File: config.mk
export PLATFORM = sky130hd
export DESIGN_NAME = pcrs_core
export DESIGN_NICKNAME = d
export VERILOG_FILES = /design/src/hdl/pcrs_pkg.sv /design/src/hdl/pcrs_core.sv
export SDC_FILE = /design/constraint.sdc
export NUM_CORES = 2
export LEC_CHECK = 0
export BUFFER_PORTS_ARGS = -buffer_cell sky130_fd_sc_hd__buf_2
export CAP_MARGIN = 15
export CORE_MARGIN = 2
export CORE_UTILIZATION = 50
export DETAILED_ROUTE_END_ITERATION = 7
export GPL_TIMING_DRIVEN = 1
export PLACE_DENSITY_LB_ADDON = 0.25
export SLEW_MARGIN = 20
export SYNTH_ARGS = -nofsm -noshare
export SYNTH_HDL_FRONTEND = slang
export SYNTH_SLANG_ARGS = --single-unit
File: constraint.sdc
create_clock -name pclk -period 9.6 [get_ports pclk]
set_input_delay 0.96 -clock pclk [delete_from_list [all_inputs] [get_ports pclk]]
set_output_delay 0.96 -clock pclk [all_outputs]
set_load 0.01 [all_outputs]
File: src/hdl/pcrs_pkg.sv
// Constants, register map and operation codes of the program counter block.
package pcrs_pkg;
    localparam int PC_W = 21;
    localparam int SP_W = 5;
    localparam int STACK_DEPTH = 31;
    localparam logic [SP_W-1:0] SP_EMPTY = 5'h00;
    localparam logic [SP_W-1:0] SP_ONE = 5'h01;
    localparam logic [SP_W-1:0] SP_LAST_FREE = 5'h1E;
    localparam logic [SP_W-1:0] SP_TOP = 5'h1F;
    localparam logic [PC_W-1:0] PC_RESET = 21'h0_0000;
    localparam logic [PC_W-1:0] PC_STEP = 21'h0_0002;
    localparam logic [PC_W-1:0] PC_ALIGN = 21'h1F_FFFE;
    localparam logic [7:0] BYTE_ALIGN = 8'hFE;
    // Register byte offsets on the APB bus.
    localparam logic [7:0] OFS_PC_LOW = 8'h00;
    localparam logic [7:0] OFS_HIGH_LATCH = 8'h04;
    localparam logic [7:0] OFS_UPPER_LATCH = 8'h08;
    localparam logic [7:0] OFS_STK_PTR = 8'h0C;
    localparam logic [7:0] OFS_TOP_LOW = 8'h10;
    localparam logic [7:0] OFS_TOP_HIGH = 8'h14;
    localparam logic [7:0] OFS_TOP_UPPER = 8'h18;
    localparam logic [7:0] OFS_CONFIG = 8'h1C;
    // Field positions of the stack pointer and config registers.
    localparam int FULL_BIT = 7;
    localparam int UNF_BIT = 6;
    localparam int CFG_STVR_BIT = 0;
    localparam logic ERR_RESET_EN_RST = 1'b1;
    localparam logic [31:0] RD_ZERO = 32'h0000_0000;
    // Operations requested by the execution logic, one per cycle.
    typedef enum logic [3:0] {
        OP_NONE = 4'h0,
        OP_SEQ = 4'h1,
        OP_CALL = 4'h2,
        OP_RELATIVE_CALL_OP = 4'h3,
        OP_GOTO = 4'h4,
        OP_RETURN = 4'h5,
        OP_RETURN_WITH_LITERAL_OP = 4'h6,
        OP_RETURN_FROM_INTERRUPT_OP = 4'h7,
        OP_PUSH = 4'h8,
        OP_POP = 4'h9,
        OP_INTACK = 4'hA
    } pcrs_op_t;

    // True for operations that push onto the return stack.
    function automatic logic pcrs_is_push(input pcrs_op_t op);
        return op inside {OP_CALL, OP_RELATIVE_CALL_OP, OP_INTACK, OP_PUSH};
    endfunction

    // True for operations that return through the stack into the counter.
    function automatic logic pcrs_is_ret(input pcrs_op_t op);
        return op inside {OP_RETURN, OP_RETURN_WITH_LITERAL_OP, OP_RETURN_FROM_INTERRUPT_OP};
    endfunction
endpackage

File: src/hdl/pcrs_core.sv
// Program counter, latches, return address stack and fast shadow registers.
`timescale 1ns/1ps
`default_nettype none
// Overview of operation
// - Counter is 21 bits in three bytes; only low byte is accessible.
// - Middle byte holds bits 15..8, loaded only through the high latch.
// - Upper byte holds bits 20..16, loaded only through the upper latch.
// - Writing the low byte also copies both latches into the counter.
// - Reading the low byte copies counter upper bytes into both latches.
// - Counter bit 0 stays zero; sequential fetch adds two.
// - Calls, gotos and branches load the counter without using latches.
// - Stack holds 31 addresses; calls and interrupts push, returns pop.
// - Calls and returns never change the two latches.
// - Own 31 by 21 stack memory with a readable writable 5-bit pointer.
// - Push increments pointer first, then writes the counter there.
// - Pop loads counter from the pointed entry, then decrements pointer.
// - Reset clears pointer to zero; zero is the empty state only.
// - Three top registers show and overwrite the entry at the pointer.
// - Pointer register: full bit 7, underflow 6, zero 5, pointer 4..0.
// - Full flag sets after 31 pushes and stays until cleared or power-on.
// - Reset on: 31st push stores pc+2, sets full, resets, pointer to 0.
// - With error reset off, pointer stops at 31 and entry 31 is kept.
// - Pop at zero loads zero, sets sticky underflow, pointer stays zero.
// - With error reset on, the 31st push or an underflow also resets the device; a push at pointer 31 only sets full.
// - Push op stores the counter; pop op only decrements the pointer.
// - Interrupt or fast call fills the shadow; fast return restores it.
module pcrs_core
    import pcrs_pkg::*;
(
    input wire logic pclk,
    input wire logic presetn,
    input wire logic psel,
    input wire logic penable,
    input wire logic pwrite,
    input wire logic [7:0] paddr,
    input wire logic [31:0] pwdata,
    output logic [31:0] prdata,
    output logic pready,
    output logic pslverr,
    input wire pcrs_op_t op_code,
    input wire logic op_fast,
    input wire logic [PC_W-1:0] op_target,
    input wire logic [7:0] status_in,
    input wire logic [7:0] working_register_in,
    input wire logic [3:0] bank_select_register_in,
    output logic [PC_W-1:0] pc_out,
    output logic shadow_restore,
    output logic [7:0] shadow_status,
    output logic [7:0] shadow_working,
    output logic [3:0] shadow_bank,
    output logic stack_reset_req,
    output logic stack_full_flag,
    output logic stack_underflow_flag
);
    logic [PC_W-1:0] pc_q, pc_d;
    logic [7:0] pc_high_latch_q, pc_high_latch_d;
    logic [4:0] pc_upper_latch_q, pc_upper_latch_d;
    logic [SP_W-1:0] sp_q, sp_d;
    logic full_q, full_d, unf_q, unf_d;
    logic err_en_q, err_en_d;
    logic [7:0] sh_st_q, sh_st_d, sh_w_q, sh_w_d;
    logic [3:0] sh_b_q, sh_b_d;
    logic rst_req_q, rst_req_d, restore_q, restore_d;
    logic [31:0] rdata_q, rdata_d;
    logic [PC_W-1:0] stack_mem [1:STACK_DEPTH];
    logic mem_we;
    logic [SP_W-1:0] mem_addr;
    logic [PC_W-1:0] mem_wdata;
    logic [PC_W-1:0] top_entry;
    logic access, wr_acc, rd_acc, mapped, do_push, do_ret;

    // APB decode; the slave never waits and flags unmapped offsets.
    assign access = psel && penable;
    assign wr_acc = access && pwrite && mapped;
    assign rd_acc = access && !pwrite && mapped;
    assign pready = 1'b1;
    assign pslverr = access && !mapped;
    assign prdata = rdata_q;
    assign do_push = pcrs_is_push(op_code);
    assign do_ret = pcrs_is_ret(op_code);
    assign top_entry = (sp_q == SP_EMPTY) ? PC_RESET : stack_mem[sp_q];
    assign pc_out = pc_q;
    assign shadow_restore = restore_q;
    assign shadow_status = sh_st_q;
    assign shadow_working = sh_w_q;
    assign shadow_bank = sh_b_q;
    assign stack_reset_req = rst_req_q;
    assign stack_full_flag = full_q;
    assign stack_underflow_flag = unf_q;

    // Offset decode, used to qualify bus writes and reads and for the error answer.
    always_comb begin
        unique case (paddr)
            OFS_PC_LOW, OFS_HIGH_LATCH, OFS_UPPER_LATCH, OFS_STK_PTR,
            OFS_TOP_LOW, OFS_TOP_HIGH, OFS_TOP_UPPER, OFS_CONFIG: begin
                mapped = 1'b1;
            end
            default: begin
                mapped = 1'b0;
            end
        endcase
    end

    // Read data is prepared in the setup cycle and shown in the access cycle.
    always_comb begin
        rdata_d = rdata_q;
        if (psel && !penable && !pwrite) begin
            rdata_d = RD_ZERO;
            unique case (paddr)
                OFS_PC_LOW: rdata_d[7:0] = pc_q[7:0];
                OFS_HIGH_LATCH: rdata_d[7:0] = pc_high_latch_q;
                OFS_UPPER_LATCH: rdata_d[4:0] = pc_upper_latch_q;
                OFS_STK_PTR: begin
                    rdata_d[7:0] = {full_q, unf_q, 1'b0, sp_q};
                end
                OFS_TOP_LOW: rdata_d[7:0] = top_entry[7:0];
                OFS_TOP_HIGH: rdata_d[7:0] = top_entry[15:8];
                OFS_TOP_UPPER: rdata_d[4:0] = top_entry[20:16];
                OFS_CONFIG: rdata_d[CFG_STVR_BIT] = err_en_q;
                default: rdata_d = RD_ZERO;
            endcase
        end
    end

    // Next state of counter, latches, stack and flags; bus first, core last.
    always_comb begin
        pc_d = pc_q;
        pc_high_latch_d = pc_high_latch_q;
        pc_upper_latch_d = pc_upper_latch_q;
        sp_d = sp_q;
        full_d = full_q;
        unf_d = unf_q;
        err_en_d = err_en_q;
        sh_st_d = sh_st_q;
        sh_w_d = sh_w_q;
        sh_b_d = sh_b_q;
        rst_req_d = 1'b0;
        restore_d = 1'b0;
        mem_we = 1'b0;
        mem_addr = sp_q;
        mem_wdata = top_entry;
        // Software accesses; the pointer takes the new value at once.
        if (wr_acc) begin
            unique case (paddr)
                OFS_PC_LOW: begin
                    pc_d = {pc_upper_latch_q, pc_high_latch_q,
                            pwdata[7:0] & BYTE_ALIGN};
                end
                OFS_HIGH_LATCH: pc_high_latch_d = pwdata[7:0];
                OFS_UPPER_LATCH: pc_upper_latch_d = pwdata[4:0];
                OFS_STK_PTR: begin
                    sp_d = pwdata[SP_W-1:0];
                    full_d = full_q && pwdata[FULL_BIT];
                    unf_d = unf_q && pwdata[UNF_BIT];
                end
                OFS_TOP_LOW: begin
                    mem_we = (sp_q != SP_EMPTY);
                    mem_wdata[7:0] = pwdata[7:0];
                end
                OFS_TOP_HIGH: begin
                    mem_we = (sp_q != SP_EMPTY);
                    mem_wdata[15:8] = pwdata[7:0];
                end
                OFS_TOP_UPPER: begin
                    mem_we = (sp_q != SP_EMPTY);
                    mem_wdata[20:16] = pwdata[4:0];
                end
                OFS_CONFIG: err_en_d = pwdata[CFG_STVR_BIT];
                default: begin
                end
            endcase
        end
        if (rd_acc && paddr == OFS_PC_LOW) begin
            pc_high_latch_d = pc_q[15:8];
            pc_upper_latch_d = pc_q[20:16];
        end
        // Core operations; no branch below touches the latches.
        if (op_code == OP_SEQ) begin
            pc_d = (pc_q + PC_STEP) & PC_ALIGN;
        end
        if (op_code inside {OP_CALL, OP_RELATIVE_CALL_OP, OP_GOTO, OP_INTACK}) begin
            pc_d = op_target & PC_ALIGN;
        end
        if (do_push) begin
            if (sp_q == SP_TOP) begin
                full_d = 1'b1;
            end else begin
                sp_d = sp_q + SP_ONE;
                mem_addr = sp_d;
                mem_we = 1'b1;
                mem_wdata = pc_q;
                if (sp_q == SP_LAST_FREE) begin
                    full_d = 1'b1;
                    if (err_en_q) begin
                        mem_wdata = pc_q + PC_STEP;
                        sp_d = SP_EMPTY;
                        pc_d = PC_RESET;
                        rst_req_d = 1'b1;
                    end
                end
            end
        end
        if (do_ret || op_code == OP_POP) begin
            if (sp_q == SP_EMPTY) begin
                unf_d = 1'b1;
                if (do_ret) begin
                    pc_d = PC_RESET;
                end
                if (err_en_q) begin
                    pc_d = PC_RESET;
                    rst_req_d = 1'b1;
                end
            end else begin
                if (do_ret) begin
                    pc_d = top_entry & PC_ALIGN;
                end
                sp_d = sp_q - SP_ONE;
            end
        end
        // Shadow registers for fast interrupt entry and fast returns.
        if (op_code == OP_INTACK || (op_code == OP_CALL && op_fast)) begin
            sh_st_d = status_in;
            sh_w_d = working_register_in;
            sh_b_d = bank_select_register_in;
        end
        if (op_fast && op_code inside {OP_RETURN, OP_RETURN_FROM_INTERRUPT_OP}) begin
            restore_d = 1'b1;
        end
    end

    // Control and status registers; power-on reset clears the sticky flags.
    always_ff @(posedge pclk or negedge presetn) begin
        if (!presetn) begin
            pc_q <= PC_RESET;
            pc_high_latch_q <= 8'h00;
            pc_upper_latch_q <= 5'h00;
            sp_q <= SP_EMPTY;
            full_q <= 1'b0;
            unf_q <= 1'b0;
            err_en_q <= ERR_RESET_EN_RST;
            sh_st_q <= 8'h00;
            sh_w_q <= 8'h00;
            sh_b_q <= 4'h0;
            rst_req_q <= 1'b0;
            restore_q <= 1'b0;
            rdata_q <= RD_ZERO;
        end else begin
            pc_q <= pc_d;
            pc_high_latch_q <= pc_high_latch_d;
            pc_upper_latch_q <= pc_upper_latch_d;
            sp_q <= sp_d;
            full_q <= full_d;
            unf_q <= unf_d;
            err_en_q <= err_en_d;
            sh_st_q <= sh_st_d;
            sh_w_q <= sh_w_d;
            sh_b_q <= sh_b_d;
            rst_req_q <= rst_req_d;
            restore_q <= restore_d;
            rdata_q <= rdata_d;
        end
    end

    // Stack storage; entry zero does not exist.
    always_ff @(posedge pclk or negedge presetn) begin
        if (!presetn) begin
            for (int i = 1; i <= STACK_DEPTH; i++) begin
                stack_mem[i] <= PC_RESET;
            end
        end else if (mem_we && mem_addr != SP_EMPTY) begin
            stack_mem[mem_addr] <= mem_wdata;
        end
    end
endmodule
`default_nettype wire

# Yosys cells after proc, flatten, opt, wreduce, memory -nomap -nowiden
# Memories as Yosys holds them, arrays and structs flattened.
# Index checks and enable logic that the tools add are counted.
[totals]
register_bits = 723
rom_bits = 32
elab_cells = 177
memories = 1
inputBits = 91
out_inout_bits = 79
[memory_table]
columns = ["memory", "words", "width", "rd", "rd_ports_with_merged_regs", "wr", "line_no", "rtl"]
rows = [
  ["(no name shown)", 32, 1, 1, 0, 0, "pcrs_core.sv:93", "unique case (paddr)"],
]
[op_classes]
n_eq_ne = 19
n_bitwise = 2
reduce_logical = 36
n_lt_le_gt_ge = 3
muxes = 69
addsub = 3
[ops]
columns = ["operator", "n"]
rows = [
  ["bitwise mux 651 bit", 1],
  ["two-way mux 21 bit", 22],
  ["binary-select mux 21 bit (select 5 bit)", 1],
  ["demux 21 bit (select 5 bit)", 1],
  ["two-way mux 5 bit", 14],
  ["two-way mux 8 bit", 5],
  ["== test 8 x 5 -> 1 bit, second input constant", 4],
  ["case mux 4 bit (7 select lines)", 1],
  ["two-way mux 1 bit", 22],
  ["adder 21 x 2 -> 21 bit, second input constant", 1],
  ["== test 4 x 3 -> 1 bit, second input constant", 4],
  ["== test 8 x 4 -> 1 bit, second input constant", 2],
  ["logical AND 1 bit", 15],
  ["case mux 3 bit (5 select lines)", 1],
  ["== test 4 bit, second input constant", 3],
  ["greater-or-equal comparator 6 bit, second input constant", 2],
  ["NOT 5 -> 6 bit", 2],
  ["== test 5 bit, second input constant", 2],
  ["nonzero test 5 bit", 2],
  ["== test 4 x 2 -> 1 bit, second input constant", 2],
  ["== test 8 x 3 -> 1 bit, second input constant", 1],
  ["zero test 8 bit", 1],
  ["case mux 1 bit (8 select lines)", 1],
  ["nonzero test 2 bit", 4],
  ["other kinds (12)", 18],
]

# Longest topological paths before layout
[depth]
depth_word = 14
mapped_depth = 16
mapped_depth_nobuf = 10

# Worst setup path before layout
# Ideal clock, no wire load.
[synth_path]
path_kind = "flip-flop to flip-flop"
startpoint = "reg sp_q[0]"
endpoint = "reg stack_mem[204] (netlist bit)"
path_buffers = 8
t_arrival_ps = 3238
synth_period_minus_slack_ps = 3334
setup_ps = 96
path_stages_with_launch = 17
slack_ps = 6266
required_ps = 9504
path_cell_list = "dfrtp_1 -> buf_6 -> buf_12 -> buf_6 -> inv_1 -> buf_2 -> ha_1 -> or4b_1 -> clkbuf_1 -> o41a_4 -> and3_1 -> clkbuf_1 -> nor2_2 -> buf_4 -> clkbuf_1 -> o21ai_0 -> o31ai_1"
[synth_via]
elab_chain_len = 10
elab_cells_between_ends = 30
cone_classes = "1 x add/sub; 2 x order compare; 2 x eq/ne; 18 x mux; 2 x bitwise; 5 x reduce/logical"
[synth_rtl]
columns = ["element", "line_no", "rtl"]
rows = [
  ["start: declaration", "pcrs_core.sv:58", "logic [SP_W-1:0] sp_q, sp_d;"],
  ["start signal: assignment", "pcrs_core.sv:251", "sp_q <= sp_d;"],
  ["parallel branches: the longest is 10 deep, another holds greater-or-equal comparator 6 bit", "--", ""],
  ["end signal: indexed assignment", "pcrs_core.sv:271", "stack_mem[mem_addr] <= mem_wdata;"],
  ["end: declaration", "pcrs_core.sv:65", "logic [PC_W-1:0] stack_mem [1:STACK_DEPTH];"],
]
# Several ways; the timed one is not identified. The select of a mux whose other input is x is not followed.
# A chain may end at the register's enable or synchronous reset.

# Worst setup path in the final report
# Same ends and word-level chain as after synthesis.

==> results.txt <==
- Leak Pwr: around 17 nW
- Share of the synthesized area in the top cell type: between 50 and 60%
- For this run, the top clock speed supported by timing is approximately 190 MHz.
- The count of endpoints failing hold in the final timing report came to 0.
- Entering global routing, the biggest net connects roughly 170 pins.
* Worst clock skew: 26.16 ps
* Initial core utilization: 50.39%
- The number of clock buffers added by TritonCTS is 79.
- The number of pins exceeding their max-slew limit in the final report came to 0.
* RSZ-0062 raised after global routing: false
- Of all flip-flops after synthesis, the portion carrying an async set or reset was 100.0%.
- The later pin in the worst-skew pair is clocked with a latency of 640 ps.
* Data required time of the critical path: 10110 ps
* Total Routed Length: 118100 µm
- Dividing the detail-routed wire length by the instance count gives 26.46 µm.
- In this run the worst setup path begins at sp_q[0].
- Counting every instance in the synthesized netlist gives 3487.
- During synthesis, Yosys emitted a total of 0 warnings.
- After layout, the minimum clock period comes to 5315 ps.
- Vias: between 20000 and 30000
- Die Height: 272.0 µm
- The largest total area in the synthesized netlist belongs to dfrtp_1.
- Per-cell via count in the routed design: 6.563
- The run finished with clean final reports.
- The number of global-route vias before repair was 28090.
- The startpoint identified for the worst register-to-register timing path is sp_q[0].
- In the post-synthesis netlist, the biggest area contributors are dfrtp_1, o21ai_0, mux4_2, nand2_1, mux2i_1.
- Final critical-path setup slack: around 4300 ps
* Most common cell after layout, fill and taps aside: dfrtp_1
- Cells with a size suffix above 1 make up ~17% of the layout.
- The worst setup path is launched from a flop.
* Element type at the critical path end: flop
- Headroom to the max-slew limit came out at 23.39%.
- For this run, design rule violations remaining after detail routing come to 0.
- The path class of the tightest hold or removal check is primary input to async pin.
* Maximum fanout count along the critical path: 43
- Total power per unit cell area: 347.2 nW/µm²
- Leftover overflow at the end of global routing: 0
- In the final timing run, aggregate negative setup slack is 0 ps.
- Counting along the longest clock path gives a buffer depth of 3.
* Final period utilization: 55.36%
- For the pin with the worst max-slew slack, the measured transition is 1149 ps.
- EDFF count, synth: 0
- Post-layout net count: 3551
- The synthesized netlist contains 93 unique library cells.
* Pre-Repair DR Iteration Count: 6
* Post-route worst hold slack: 291.2 ps
- Sink count of the clock tree: 723
* Number of port buffers: between 100 and 150
- For this design, the CTS-stage hold fixing added 0 buffers.
- Prior to clock tree synthesis, the placed netlist has a worst setup slack of 4393 ps.
- The wire-length estimate of the detail-placed layout is 73120 µm.
* Kind of critical path: flop to flop
- Once detail routing completed, the nets flagged for antenna violations numbered 0.
- Post-CTS repair timing setup buffer count: 0
- Sequential elements use between 50 and 60% of the synthesized area.
* Synth-to-Final Area Change: 10.16%
* Max_cap viols: 0
- Clock tree from TritonCTS: built
- Post-CTS repair changed the size of 0 cells.
- The root buffer cell chosen for the clock tree is clkbuf_16.
- Core Box Area: approximately 70000 µm²
- IR analysis of the VDD net gives a maximum drop of ~0.00025 V.
- From left edge to right edge, the die measures 272.0 µm.
- 170 I/O pins were placed.
- First-pass GRT wire length: 178700 µm
- Routability-driven placement finished with a final weighted congestion of 0.9424.
- The number of antenna violations at the first check in global routing came to 1.
- Average instance area after synthesis: 10.30 µm²
* Drt initial violations: 3562
- The H-tree was split into 3 levels.
* Final count of negative-setup-slack endpoints: 0
* GRT Total Usage: 31.72%
- Data arrival at the endpoint of the critical path: 5820 ps
- The cell area that synthesis handed to floorplanning was 35900 µm².
- The die covers 73960 µm².
* Filler cell count: 6255
- For this run, the leading register cell type out of synthesis is dfrtp_1.
* Count of standard-cell rows: 98
- After clock tree synthesis, the clock-pin slew on the worst setup and hold paths is ~60 ps.
* Flip-flop and latch count after synthesis: 723
- In the layout the commonest cells are dfrtp_1, o21ai_0, nand2_1.
[registers in the layout, summed over array words and instances, names as in the netlist, 4 cells and up]
signal            flops
stack_mem           651
pc_out               21
pc_high_latch_q       8
prdata                8
shadow_status         8
shadow_working        8
pc_upper_latch_q      5
sp_q                  5
shadow_bank           4
[critical path, stage by stage, from the launching register on]
cell and delay (ps):
dfrtp_4 820, buf_4 740, inv_1 150, ha_1 360, or4b_1 430, o41a_4 270, nand3_1 200, nand2_1 830
nand2_1 900, o31ai_1 460
[power breakdown]
part           total [mW]  switching [mW]  internal (mW)
logic                5.65            3.74           1.91
registers            4.88           0.738           4.14
clock network        3.21            1.29           1.92
total                13.7            5.77           7.96
[final timing paths]
path | endpoint | slack (ps) | cells after the start
setup / recovery | stack_mem[204] | 4290 | 9
hold / removal | pc_high_latch_q[5] | 290 | 1
setup reg to reg | stack_mem[204] | 4290 | 9
hold reg to reg | stack_mem[425] | 470 | 2
max in group asynchronous | stack_mem[248] | 7120 | 3
min in group pclk | stack_mem[425] | 470 | 2
[layer usage]
| layer | part of all wire, % | global-route usage (%) |
|---|---|---|
| met3 | 9.9 | 7.441 |
| met4 | 5.1 | 15.78 |
| met1 | 40 | 43.27 |
| met2 | 45 | 47.76 |
| met5 | 0.015 | 0 |
[synthesized netlist by cell type, types with 8 or more instances]
library cell  count
buf_2            35
and3_1           21
nand2_4           8
a221o_1           8
buf_1            10
a221oi_1         15
nor3_1           33
o211ai_1         27
nor4_1           11
nand2_1         386
mux2_4           15
mux2_2           68
nand4_1          20
a22o_1           21
nor2b_1          11
o31ai_1          71
o22ai_1          24
nor2_1          124
clkbuf_1        211
a31oi_1          80
xnor2_1          11
and2_1            8
buf_6            40
nand2b_1         13
o221ai_1          8
nor4_2            8
mux4_2           92
o21ai_0         690
nand3_1          38
mux2i_1         136
a22oi_1          50
and4_1            8
buf_4            45
o21ai_1         106
dfrtp_1         722
a21oi_1         116
or3_1            11
a211oi_1         14
inv_1            17
[logic make-up after synthesis]
group	Yosys count	share of synthesized area, %
AO/OA/AOI/OAI	1318	21.53
XOR/XNOR	18	0.4391
adder cells (fa/ha/maj)	6	0.2091
buffers and inverters	370	5.454
flip-flops	723	50.40
multiplexers	311	12.32
other	2	0.02092
AND/OR/NAND/NOR	739	9.619
[final cells by class]
class	count	area, µm²	share of cell area [%]
clock inverters	24	410.4	1.038
multi-input cells	2417	16100	40.71
flip-flops and latches	723	18100	45.77
well taps	950	1189	3.005
diodes	2	5.005	0.01265
inverters	20	75.07	0.1898
clock buffers	113	2306	5.831
repair buffers	213	1360	3.439
[metrics by stage]
step                      total power [mW]  instance area [µm²]  utilization (%)  cells
after floorplan                      8.454                35990                -   3510
after global placement               10.27                36770            51.61   4322
after detailed placement             10.39                36770            51.62   4322
after CTS                            13.59                39490            55.43   4459
after global routing                 14.36                39540            55.51   4460
final                                13.73                39550            55.51   4462
(Power assumes the default switching activity.)
